--- config.mk ---
export PLATFORM = sky130hd
export DESIGN_NAME = lcdsc_supply_ctrl
export DESIGN_NICKNAME = d
export VERILOG_FILES = /design/src/lcdsc_pkg.sv /design/src/lcdsc_supply_ctrl.sv
export SDC_FILE = /design/constraint.sdc
export NUM_CORES = 1
export LEC_CHECK = 0
export BUFFER_PORTS_ARGS = -buffer_cell sky130_fd_sc_hd__buf_2
export CAP_MARGIN = 20
export CELL_PAD_IN_SITES_DETAIL_PLACEMENT = 1
export CELL_PAD_IN_SITES_GLOBAL_PLACEMENT = 2
export CORE_ASPECT_RATIO = 1.5
export CORE_MARGIN = 3
export CORE_UTILIZATION = 32
export CTS_CLUSTER_DIAMETER = 50
export DETAILED_ROUTE_END_ITERATION = 8
export GPL_TIMING_DRIVEN = 1
export PLACE_DENSITY = 0.91
export SYNTH_ARGS = -nofsm -noshare
export SYNTH_HDL_FRONTEND = slang
export SYNTH_SLANG_ARGS = --single-unit
--- constraint.sdc ---
create_clock -name clk -period 3.44 [get_ports clk]
set_clock_uncertainty 0.2 [all_clocks]
set_input_delay 0.344 -clock clk [delete_from_list [all_inputs] [get_ports clk]]
set_output_delay 0.344 -clock clk [all_outputs]
set_load 0.1 [all_outputs]
--- src/lcdsc_pkg.sv ---
// lcdsc_pkg: register map, field positions and reset values of the display supply control block.
// assumes a 32-bit AXI4-Lite register bus with one aligned word per register.
`default_nettype none
package lcdsc_pkg;
  // register byte offsets
  localparam logic [7:0] DISP_CTRL_ONE_OFS = 8'h00;
  localparam logic [7:0] DISP_CTRL_TWO_OFS = 8'h04;
  localparam logic [7:0] SUPPLY_CTRL_OFS = 8'h08;
  localparam logic [7:0] REG_CTRL_OFS = 8'h0C;
  localparam logic [7:0] DISP_STATUS_OFS = 8'h10;
  // display control one fields
  localparam int DISP_EN_BIT = 0;
  localparam int DUTY_LSB = 1;
  localparam int FRAME_DIV_LSB = 4;
  localparam int BIAS_MODE_BIT = 7;
  // display control two fields
  localparam int FRAME_IRQ_EN_BIT = 0;
  localparam int BLINK_RATE_LSB = 1;
  // supply control fields
  localparam int SUPPLY_SEL_LSB = 0;
  localparam int REF_LEVEL_BIT = 2;
  localparam int BYPASS_BIT = 3;
  localparam int PUMP_EN_BIT = 4;
  // regulator control fields
  localparam int REG_EN_BIT = 0;
  localparam int TRIM_LSB = 1;
  localparam int TRIM_DOWN_BIT = 5;
  // status fields
  localparam int FRAME_FLAG_BIT = 0;
  localparam int SWITCH_LSB = 1;
  localparam int BUF_EN_BIT = 4;
  localparam int BIAS_ONE_SRC_LSB = 5;
  // reset values
  localparam logic [2:0] DUTY_RST = 3'h3;
  localparam logic BIAS_MODE_RST = 1'b0;
  localparam logic [2:0] FRAME_DIV_RST = 3'h0;
  localparam logic [2:0] BLINK_RATE_RST = 3'h0;
  localparam logic [1:0] SUPPLY_SEL_RST = 2'h3;
  localparam logic [3:0] TRIM_RST = 4'h0;
  // supply source codes
  localparam logic [1:0] SEL_CORE_TWO = 2'h0;
  localparam logic [1:0] SEL_CORE_THREE = 2'h1;
  localparam logic [1:0] SEL_PANEL_PIN = 2'h2;
  localparam logic [1:0] SEL_EXTERNAL = 2'h3;
  // trim: 1.5 % per count, at most 12 % either way
  localparam int TRIM_STEP_TENTHS = 15;
  localparam int TRIM_LIMIT_TENTHS = 120;
  localparam logic [3:0] TRIM_MAX = 4'(TRIM_LIMIT_TENTHS / TRIM_STEP_TENTHS);
  // axi responses
  localparam logic [1:0] RESP_OKAY = 2'h0;
  localparam logic [1:0] RESP_SLVERR = 2'h2;
  // bias level one source codes
  typedef enum logic [1:0] {
    LCDSC_B1_EXTERNAL = 2'h0,
    LCDSC_B1_TWO_THIRDS = 2'h1,
    LCDSC_B1_FULL_PIN = 2'h2,
    LCDSC_B1_REGULATED = 2'h3
  } lcdsc_bias_src_t;
  // bus phases
  typedef enum logic [1:0] {
    LCDSC_IDLE = 2'b01,
    LCDSC_RESP = 2'b10
  } lcdsc_phase_t;
endpackage : lcdsc_pkg
`default_nettype wire

--- src/lcdsc_supply_ctrl.sv ---
// lcdsc_supply_ctrl: supply switch decode, bias routing, reset defaults and frame flag,
// with the registers on an AXI4-Lite slave.
// assumes one clock, all inputs synchronous to it, and the analog switches outside.
`timescale 1ns/1ps
`default_nettype none
module lcdsc_supply_ctrl
  import lcdsc_pkg::*;
#(
  parameter int FRAME_BASE = 4096,
  parameter int ADDR_W = 8
) (
  // clock and reset
  input wire logic clk,
  input wire logic nrst,
  // axi4-lite write address and data
  input wire logic awvalid,
  output logic awready,
  input wire logic [ADDR_W-1:0] awaddr,
  input wire logic [2:0] awprot,
  input wire logic wvalid,
  output logic wready,
  input wire logic [31:0] wdata,
  input wire logic [3:0] wstrb,
  // axi4-lite write response
  output logic bvalid,
  input wire logic bready,
  output logic [1:0] bresp,
  // axi4-lite read
  input wire logic arvalid,
  output logic arready,
  input wire logic [ADDR_W-1:0] araddr,
  input wire logic [2:0] arprot,
  output logic rvalid,
  input wire logic rready,
  output logic [31:0] rdata,
  output logic [1:0] rresp,
  // supply switches and bias routing
  output logic supplySwitchA,
  output logic supplySwitchB,
  output logic supplySwitchC,
  output logic refBufferEnable,
  output logic panelSupplyOeN,
  output logic [1:0] biasOneSource,
  output logic trplerScale,
  output logic regulatedToBiasOne,
  output logic refHighTarget,
  output logic [3:0] trimSteps,
  output logic trimDown,
  output logic pumpOn,
  output logic biasTwoInternal,
  output logic biasTwoFromCore,
  output logic biasThreeFromCore,
  // panel drivers and timing settings
  output logic displayEnable,
  output logic driversHiZ,
  output logic [2:0] dutySel,
  output logic biasMode,
  output logic [2:0] frameClockDiv,
  output logic [2:0] blinkRate,
  // frame event
  output logic frameIrq
);

  typedef struct packed {
    lcdsc_phase_t wPhase;
    lcdsc_phase_t rPhase;
    logic awHeld;
    logic wHeld;
    logic [ADDR_W-1:0] wAddr;
    logic [31:0] wData;
    logic [3:0] wStrb;
    logic awReady;
    logic wReady;
    logic arReady;
    logic [1:0] bResp;
    logic [31:0] rData;
    logic [1:0] rResp;
    logic dispEn;
    logic [2:0] duty;
    logic biasSel;
    logic [2:0] frameDiv;
    logic irqEn;
    logic [2:0] blink;
    logic [1:0] supplySel;
    logic refLevel;
    logic bypass;
    logic pumpEn;
    logic regEn;
    logic [3:0] trim;
    logic trimDn;
    logic frameFlag;
    logic [23:0] frameCnt;
    logic swA;
    logic swB;
    logic swC;
    logic bufEn;
    lcdsc_bias_src_t b1Src;
    logic irq;
  } lcdsc_state_t;

  lcdsc_state_t st_r;
  lcdsc_state_t st_nxt;

  // frame period grows by powers of two with the divider setting
  function automatic logic [23:0] framePeriod(input logic [2:0] div);
    framePeriod = 24'(FRAME_BASE) << div;
  endfunction : framePeriod

  // bias level one source from ref level, bypass, switch c and regulator
  function automatic lcdsc_bias_src_t biasOneFrom(input logic lvl, input logic byp,
                                                  input logic sw3, input logic reg1);
    if (reg1) begin
      biasOneFrom = LCDSC_B1_REGULATED;
    end else if (sw3) begin
      biasOneFrom = lvl ? LCDSC_B1_FULL_PIN : LCDSC_B1_TWO_THIRDS;
    end else begin
      biasOneFrom = LCDSC_B1_EXTERNAL;
    end
    if (byp && sw3 && !lvl) begin
      // unbuffered path has no divider, so the pin goes straight through
      biasOneFrom = reg1 ? LCDSC_B1_REGULATED : LCDSC_B1_FULL_PIN;
    end
  endfunction : biasOneFrom

  always_comb begin
    logic wrHit;
    logic frameEvt;
    logic flagClr;
    logic [7:0] wOfs;
    logic [7:0] rOfs;
    logic [31:0] rWord;
    logic rHit;
    wrHit = 1'b0;
    frameEvt = 1'b0;
    flagClr = 1'b0;
    wOfs = 8'(st_r.wAddr);
    rOfs = 8'(araddr);
    rWord = 32'h0;
    rHit = 1'b1;
    st_nxt = st_r;

    // write address and data taken in either order
    if (awvalid && st_r.awReady) begin
      st_nxt.awHeld = 1'b1;
      st_nxt.wAddr = awaddr;
    end
    if (wvalid && st_r.wReady) begin
      st_nxt.wHeld = 1'b1;
      st_nxt.wData = wdata;
      st_nxt.wStrb = wstrb;
    end
    unique case (st_r.wPhase)
      LCDSC_IDLE: begin
        if (st_r.awHeld && st_r.wHeld) begin
          wrHit = 1'b1;
          st_nxt.awHeld = 1'b0;
          st_nxt.wHeld = 1'b0;
          st_nxt.wPhase = LCDSC_RESP;
          st_nxt.bResp = RESP_OKAY;
        end
      end
      LCDSC_RESP: begin
        if (bready) begin
          st_nxt.wPhase = LCDSC_IDLE;
        end
      end
    endcase
    st_nxt.awReady = !st_nxt.awHeld && (st_nxt.wPhase == LCDSC_IDLE);
    st_nxt.wReady = !st_nxt.wHeld && (st_nxt.wPhase == LCDSC_IDLE);

    // register writes; every field sits in the low byte lane
    if (wrHit) begin
      if (!st_r.wStrb[0]) begin
        // nothing to store without lane zero
      end else if (wOfs == DISP_CTRL_ONE_OFS) begin
        st_nxt.dispEn = st_r.wData[DISP_EN_BIT];
        st_nxt.duty = st_r.wData[DUTY_LSB +: 3];
        st_nxt.frameDiv = st_r.wData[FRAME_DIV_LSB +: 3];
        st_nxt.biasSel = st_r.wData[BIAS_MODE_BIT];
      end else if (wOfs == DISP_CTRL_TWO_OFS) begin
        st_nxt.irqEn = st_r.wData[FRAME_IRQ_EN_BIT];
        st_nxt.blink = st_r.wData[BLINK_RATE_LSB +: 3];
      end else if (wOfs == SUPPLY_CTRL_OFS) begin
        st_nxt.supplySel = st_r.wData[SUPPLY_SEL_LSB +: 2];
        st_nxt.refLevel = st_r.wData[REF_LEVEL_BIT];
        st_nxt.bypass = st_r.wData[BYPASS_BIT];
        st_nxt.pumpEn = st_r.wData[PUMP_EN_BIT];
      end else if (wOfs == REG_CTRL_OFS) begin
        st_nxt.regEn = st_r.wData[REG_EN_BIT];
        // trim saturates at the largest legal step count
        st_nxt.trim = (st_r.wData[TRIM_LSB +: 4] > TRIM_MAX) ? TRIM_MAX
                      : st_r.wData[TRIM_LSB +: 4];
        st_nxt.trimDn = st_r.wData[TRIM_DOWN_BIT];
      end else if (wOfs == DISP_STATUS_OFS) begin
        flagClr = st_r.wData[FRAME_FLAG_BIT];
      end else begin
        st_nxt.bResp = RESP_SLVERR;
      end
    end

    // frame events only while the display runs
    if (!st_r.dispEn) begin
      st_nxt.frameCnt = 24'h0;
    end else if (st_r.frameCnt >= framePeriod(st_r.frameDiv) - 24'h1) begin
      st_nxt.frameCnt = 24'h0;
      frameEvt = 1'b1;
    end else begin
      st_nxt.frameCnt = st_r.frameCnt + 24'h1;
    end
    if (frameEvt) begin
      st_nxt.frameFlag = 1'b1;
    end else if (flagClr) begin
      st_nxt.frameFlag = 1'b0;
    end

    // read channel
    unique case (st_r.rPhase)
      LCDSC_IDLE: begin
        if (arvalid) begin
          if (rOfs == DISP_CTRL_ONE_OFS) begin
            rWord[DISP_EN_BIT] = st_r.dispEn;
            rWord[DUTY_LSB +: 3] = st_r.duty;
            rWord[FRAME_DIV_LSB +: 3] = st_r.frameDiv;
            rWord[BIAS_MODE_BIT] = st_r.biasSel;
          end else if (rOfs == DISP_CTRL_TWO_OFS) begin
            rWord[FRAME_IRQ_EN_BIT] = st_r.irqEn;
            rWord[BLINK_RATE_LSB +: 3] = st_r.blink;
          end else if (rOfs == SUPPLY_CTRL_OFS) begin
            rWord[SUPPLY_SEL_LSB +: 2] = st_r.supplySel;
            rWord[REF_LEVEL_BIT] = st_r.refLevel;
            rWord[BYPASS_BIT] = st_r.bypass;
            rWord[PUMP_EN_BIT] = st_r.pumpEn;
          end else if (rOfs == REG_CTRL_OFS) begin
            rWord[REG_EN_BIT] = st_r.regEn;
            rWord[TRIM_LSB +: 4] = st_r.trim;
            rWord[TRIM_DOWN_BIT] = st_r.trimDn;
          end else if (rOfs == DISP_STATUS_OFS) begin
            rWord[FRAME_FLAG_BIT] = st_r.frameFlag;
            rWord[SWITCH_LSB +: 3] = {st_r.swC, st_r.swB, st_r.swA};
            rWord[BUF_EN_BIT] = st_r.bufEn;
            rWord[BIAS_ONE_SRC_LSB +: 2] = st_r.b1Src;
          end else begin
            rHit = 1'b0;
          end
          st_nxt.rData = rWord;
          st_nxt.rResp = rHit ? RESP_OKAY : RESP_SLVERR;
          st_nxt.rPhase = LCDSC_RESP;
        end
      end
      LCDSC_RESP: begin
        if (rready) begin
          st_nxt.rPhase = LCDSC_IDLE;
        end
      end
    endcase
    st_nxt.arReady = (st_nxt.rPhase == LCDSC_IDLE);

    // supply switch decode from the next settings so outputs stay registered
    st_nxt.swA = (st_nxt.supplySel == SEL_CORE_TWO);
    st_nxt.swB = (st_nxt.supplySel == SEL_CORE_THREE);
    st_nxt.swC = (st_nxt.supplySel == SEL_PANEL_PIN);
    st_nxt.bufEn = !st_nxt.bypass && st_nxt.swC;
    st_nxt.b1Src = biasOneFrom(st_nxt.refLevel, st_nxt.bypass, st_nxt.swC, st_nxt.regEn);
    st_nxt.irq = st_nxt.frameFlag && st_nxt.irqEn;
  end

  always_ff @(posedge clk or negedge nrst) begin
    if (!nrst) begin
      st_r <= '0;
      st_r.wPhase <= LCDSC_IDLE;
      st_r.rPhase <= LCDSC_IDLE;
      st_r.awReady <= 1'b1;
      st_r.wReady <= 1'b1;
      st_r.arReady <= 1'b1;
      st_r.dispEn <= 1'b0;
      st_r.duty <= DUTY_RST;
      st_r.biasSel <= BIAS_MODE_RST;
      st_r.frameDiv <= FRAME_DIV_RST;
      st_r.blink <= BLINK_RATE_RST;
      st_r.supplySel <= SUPPLY_SEL_RST;
      st_r.bypass <= 1'b0;
      st_r.pumpEn <= 1'b0;
      st_r.regEn <= 1'b0;
      st_r.trim <= TRIM_RST;
      st_r.b1Src <= LCDSC_B1_EXTERNAL;
    end else begin
      st_r <= st_nxt;
    end
  end

  // bus outputs
  assign awready = st_r.awReady;
  assign wready = st_r.wReady;
  assign bvalid = (st_r.wPhase == LCDSC_RESP);
  assign bresp = st_r.bResp;
  assign arready = st_r.arReady;
  assign rvalid = (st_r.rPhase == LCDSC_RESP);
  assign rdata = st_r.rData;
  assign rresp = st_r.rResp;
  // supply and bias outputs
  assign supplySwitchA = st_r.swA;
  assign supplySwitchB = st_r.swB;
  assign supplySwitchC = st_r.swC;
  assign refBufferEnable = st_r.bufEn;
  // pin floats unless the buffer drives it
  assign panelSupplyOeN = !st_r.bufEn;
  assign biasOneSource = st_r.b1Src;
  assign trplerScale = st_r.refLevel;
  assign regulatedToBiasOne = st_r.regEn;
  assign refHighTarget = st_r.refLevel;
  assign trimSteps = st_r.trim;
  assign trimDown = st_r.trimDn;
  // core supply without the pump is illegal; software keeps the pump on then
  assign pumpOn = st_r.pumpEn;
  assign biasTwoInternal = st_r.pumpEn;
  assign biasTwoFromCore = st_r.swA;
  assign biasThreeFromCore = st_r.swB;
  assign displayEnable = st_r.dispEn;
  assign driversHiZ = !st_r.dispEn;
  assign dutySel = st_r.duty;
  assign biasMode = st_r.biasSel;
  assign frameClockDiv = st_r.frameDiv;
  assign blinkRate = st_r.blink;
  assign frameIrq = st_r.irq;

endmodule : lcdsc_supply_ctrl
`default_nettype wire

==> results.yml <==
timing:
  post-route-period-util: 0.912
  worst_pin_slew_ns: 0.936
  rsz0062_at_grt: "no"
  hold_viol: 0
  timing.fmax_mhz: 319
  slew_violations: 0
  setup_violations: 0
  holdWs_ns: 0.0240
  layout_min_cycle_time_ns: 3.14
  tns_ns: 0
  slew_headroom: 0.376
power_and_ir_drop:
  sw_frac_of_total: 0.416
  pwr-share-seq: 0.368
  power.net_switching_mw: 1.74
  max-vdd-ir-drop_mv: 0.445
  power_mw: 4.18
  clkPwrFrac: 0.288
  power_density_nw_per_um2: 736
  leakagePower_nw: 2.60
  combPwrFrac: 0.344
  p_int_mw: 2.44
setup_path:
  slowest_stage: "dfrtp_1"
  cp.arrival_ns: 3.15
  critPathKind: "reg -> reg"
  crit_top_cell: "ha_1"
  cp_cell_sequence: "or3_1, ha_1, xor2_1, ha_1, nand4_1, nor4_1, o32a_1, buf_4, a211oi_1"
  slowest_delay_ns: 0.49
  worstPathRequired_ns: 3.45
  crit_path_end_kind: "flop"
  critPathLaunchType: "flop"
  path_max_fanout: 24
logic_synthesis:
  netlist_area_um2: 4980
  synth_ff_type: "dfrtp_1"
  ys_types: 54
  async_flop_share: 1.00
  avgSynthCellArea_um2: 10.4
  yosysSeqAreaShare: 0.465
  synthCells: 479
  synth-seq-cells: 92
  synth-edff-count: 0
  yosysWarnings: 0
global_routing:
  track_usage: 0.147
  grt_pass1_wl_um: 20200
  top_usage_layer: "met2"
  grt_pass1_vias: 3973
  use_met2: 0.262
  use_met1: 0.170
  grt_overflow: 0
  antenna_found_initial: 1
  met3_usage: 0.0313
  grt_max_degree: 75
final_layout:
  multi_input_area_um2: 2230
  fillers: 1750
  drive_gt1_frac: 0.294
  most-common-layout-cells: "dfrtp_1, buf_2, mux2_2"
  final_common_cell: "dfrtp_1"
  nets: 609
  antenna_cells: 0
  postLayoutCoreUtil: 0.375
  seqCellArea_um2: 2310
  area_growth_pct: 14.1
clock_network:
  ctsResizeCount: 0
  clk_path_buf_depth: 2
  clk_latency_ns: 0.34
  clock-sinks: 92
  postCtsSetupRepairBufs: 0
  clkTransAtPathRegs_ns: 0.07
  cts_made_buffers: 9
  cts_tree: "built"
  h-tree-depth: 3
  cts_root_buffer: "clkbuf_16"
detailed_routing:
  vias: 3733
  wl_per_cell_um: 16.6
  via_per_inst: 5.07
  ant_nets: 0
  drc: 0
  drt_pass1_iterations: 4
  routed_wl_um: 12200
  drt_iter0_drc: 209
worst_hold_path:
  holdCritPathClass: "in -> reg"
run:
  cap_violations: 0
outcome:
  outcome: "finished, final reports clean"
floorplanning:
  pin_count: 138
  die_w_um: 108
  coreArea_um2: 15100
  initial_core_util: 0.329
  dieArea_um2: 17100
  fp.dieH_um: 159
  rows: 55
place:
  dp_hpwl_um: 9090
  place.gp.congestion: 0.767
  portBuffers: 79
==> registers in the layout (all words and copies together) (netlist names), 2 cells and up <==
| register | flops |
|---|---|
| frameClockDiv | 3 |
| biasOneSource | 2 |
| rdata | 8 |
| dutySel | 3 |
| blinkRate | 3 |
| bresp | 2 |
| st_r | 52 |
| trimSteps | 4 |
==> cells by family (layout without fill, tap and decap cells) <==
family / count (synthesis) / after routing / share of synthesized area
simple gates: 155 / 155 / 0.172
flops: 92 / 92 / 0.465
buf+inv: 84 / 117 / 0.106
compound gates: 77 / 77 / 0.105
mux: 42 / 42 / 0.0935
xor+xnor: 15 / 15 / 0.0264
fa+ha+maj: 12 / 12 / 0.0302
other cells: 2 / 27 / 0.00151
==> power by group through the flow <==
stage / registers, mW / clock network, mW / logic, mW
6_report: 1.54 / 1.20 / 1.44
5_1_grt: 1.58 / 1.27 / 1.52
4_1_cts: 1.54 / 1.23 / 1.45
3_5_place_dp: 1.56 / 0 / 1.45
3_3_place_gp: 1.54 / 0 / 1.41
2_1_floorplan: 1.63 / 0 / 1.17
==> per-stage QoR <==
stage / area [um^2] / std cells / worst slack [ns]
after CTS: 5680 / 736 / 0.307
after floorplan: 5070 / 504 / 0.304
after global routing: 5680 / 736 / 0.0992
after global placement: 5300 / 719 / 0.464
final: 5680 / 736 / 0.302
after detailed placement: 5300 / 719 / 0.305
==> cell usage after synthesis, types with 8 or more instances <==
library cell	count	area share
nand4_1	12	0.015
dfrtp_1	83	0.42
nor2_1	26	0.020
a21oi_1	14	0.014
nor3_1	22	0.022
nor2b_1	10	0.013
dfstp_2	9	0.048
buf_4	55	0.083
ha_1	12	0.030
o31ai_1	10	0.015
xnor2_1	8	0.014
mux2_2	36	0.081
nand2_1	26	0.020
a211oi_1	9	0.014
inv_1	12	0.0091
clkbuf_1	13	0.0098
o21ai_0	18	0.018
nand3_1	10	0.010
==> worst max-delay path, delay by kind of cell, from the launching register on <==
kind                       cells  cell delay, ns
adders and majority gates      2            0.58
and+or+nand+nor                3            0.89
DFF                            1            0.49
AOI/OAI and AO/OA              2            0.35
buffers and inverters          1            0.29
xor gates and xnor gates       1            0.19
==> area by class of cell <==
type                    count  share of cell area
flip-flops and latches     92               0.407
repair buffers             89              0.0837
clock inverters             6              0.0240
inverters                  12             0.00793
well taps                 199              0.0439
clock buffers              10              0.0403
multi-input cells         328               0.393
==> metal layers <==
metal	vias up	share of wire	wire length, um
met4	2	0.016	200
met3	16	0.046	562
met5	-	0.0011	13
li1	1758	-	-
met1	1856	0.41	5040
met2	101	0.52	6420
==> what timing repair did <==
action / in CTS / in global routing
hold buffers: 1 / 0
hold endpoints to repair: 66 / 0
endpoints found under the setup margin: 0 / 0
==> worst paths after layout <==
path,from,to,slack (ns),cells after the start
min reg2reg,rdata[7]$_DFFE_PN0P_,rdata[7]$_DFFE_PN0P_,0.28,2
max in group asynchronous,nrst,wready$_DFF_PN1_,1.76,3
min in group asynchronous,nrst,rdata[2]$_DFFE_PN0P_,0.48,2
max reg2reg,frameClockDiv[0]$_DFFE_PN0P_,st_r[24]$_DFF_PN0_,0.30,9
min,wdata[3],st_r[101]$_DFFE_PN0P_,0.02,2
max,frameClockDiv[0]$_DFFE_PN0P_,st_r[24]$_DFF_PN0_,0.30,9
Note: power is estimated with default switching activity, not from simulation.
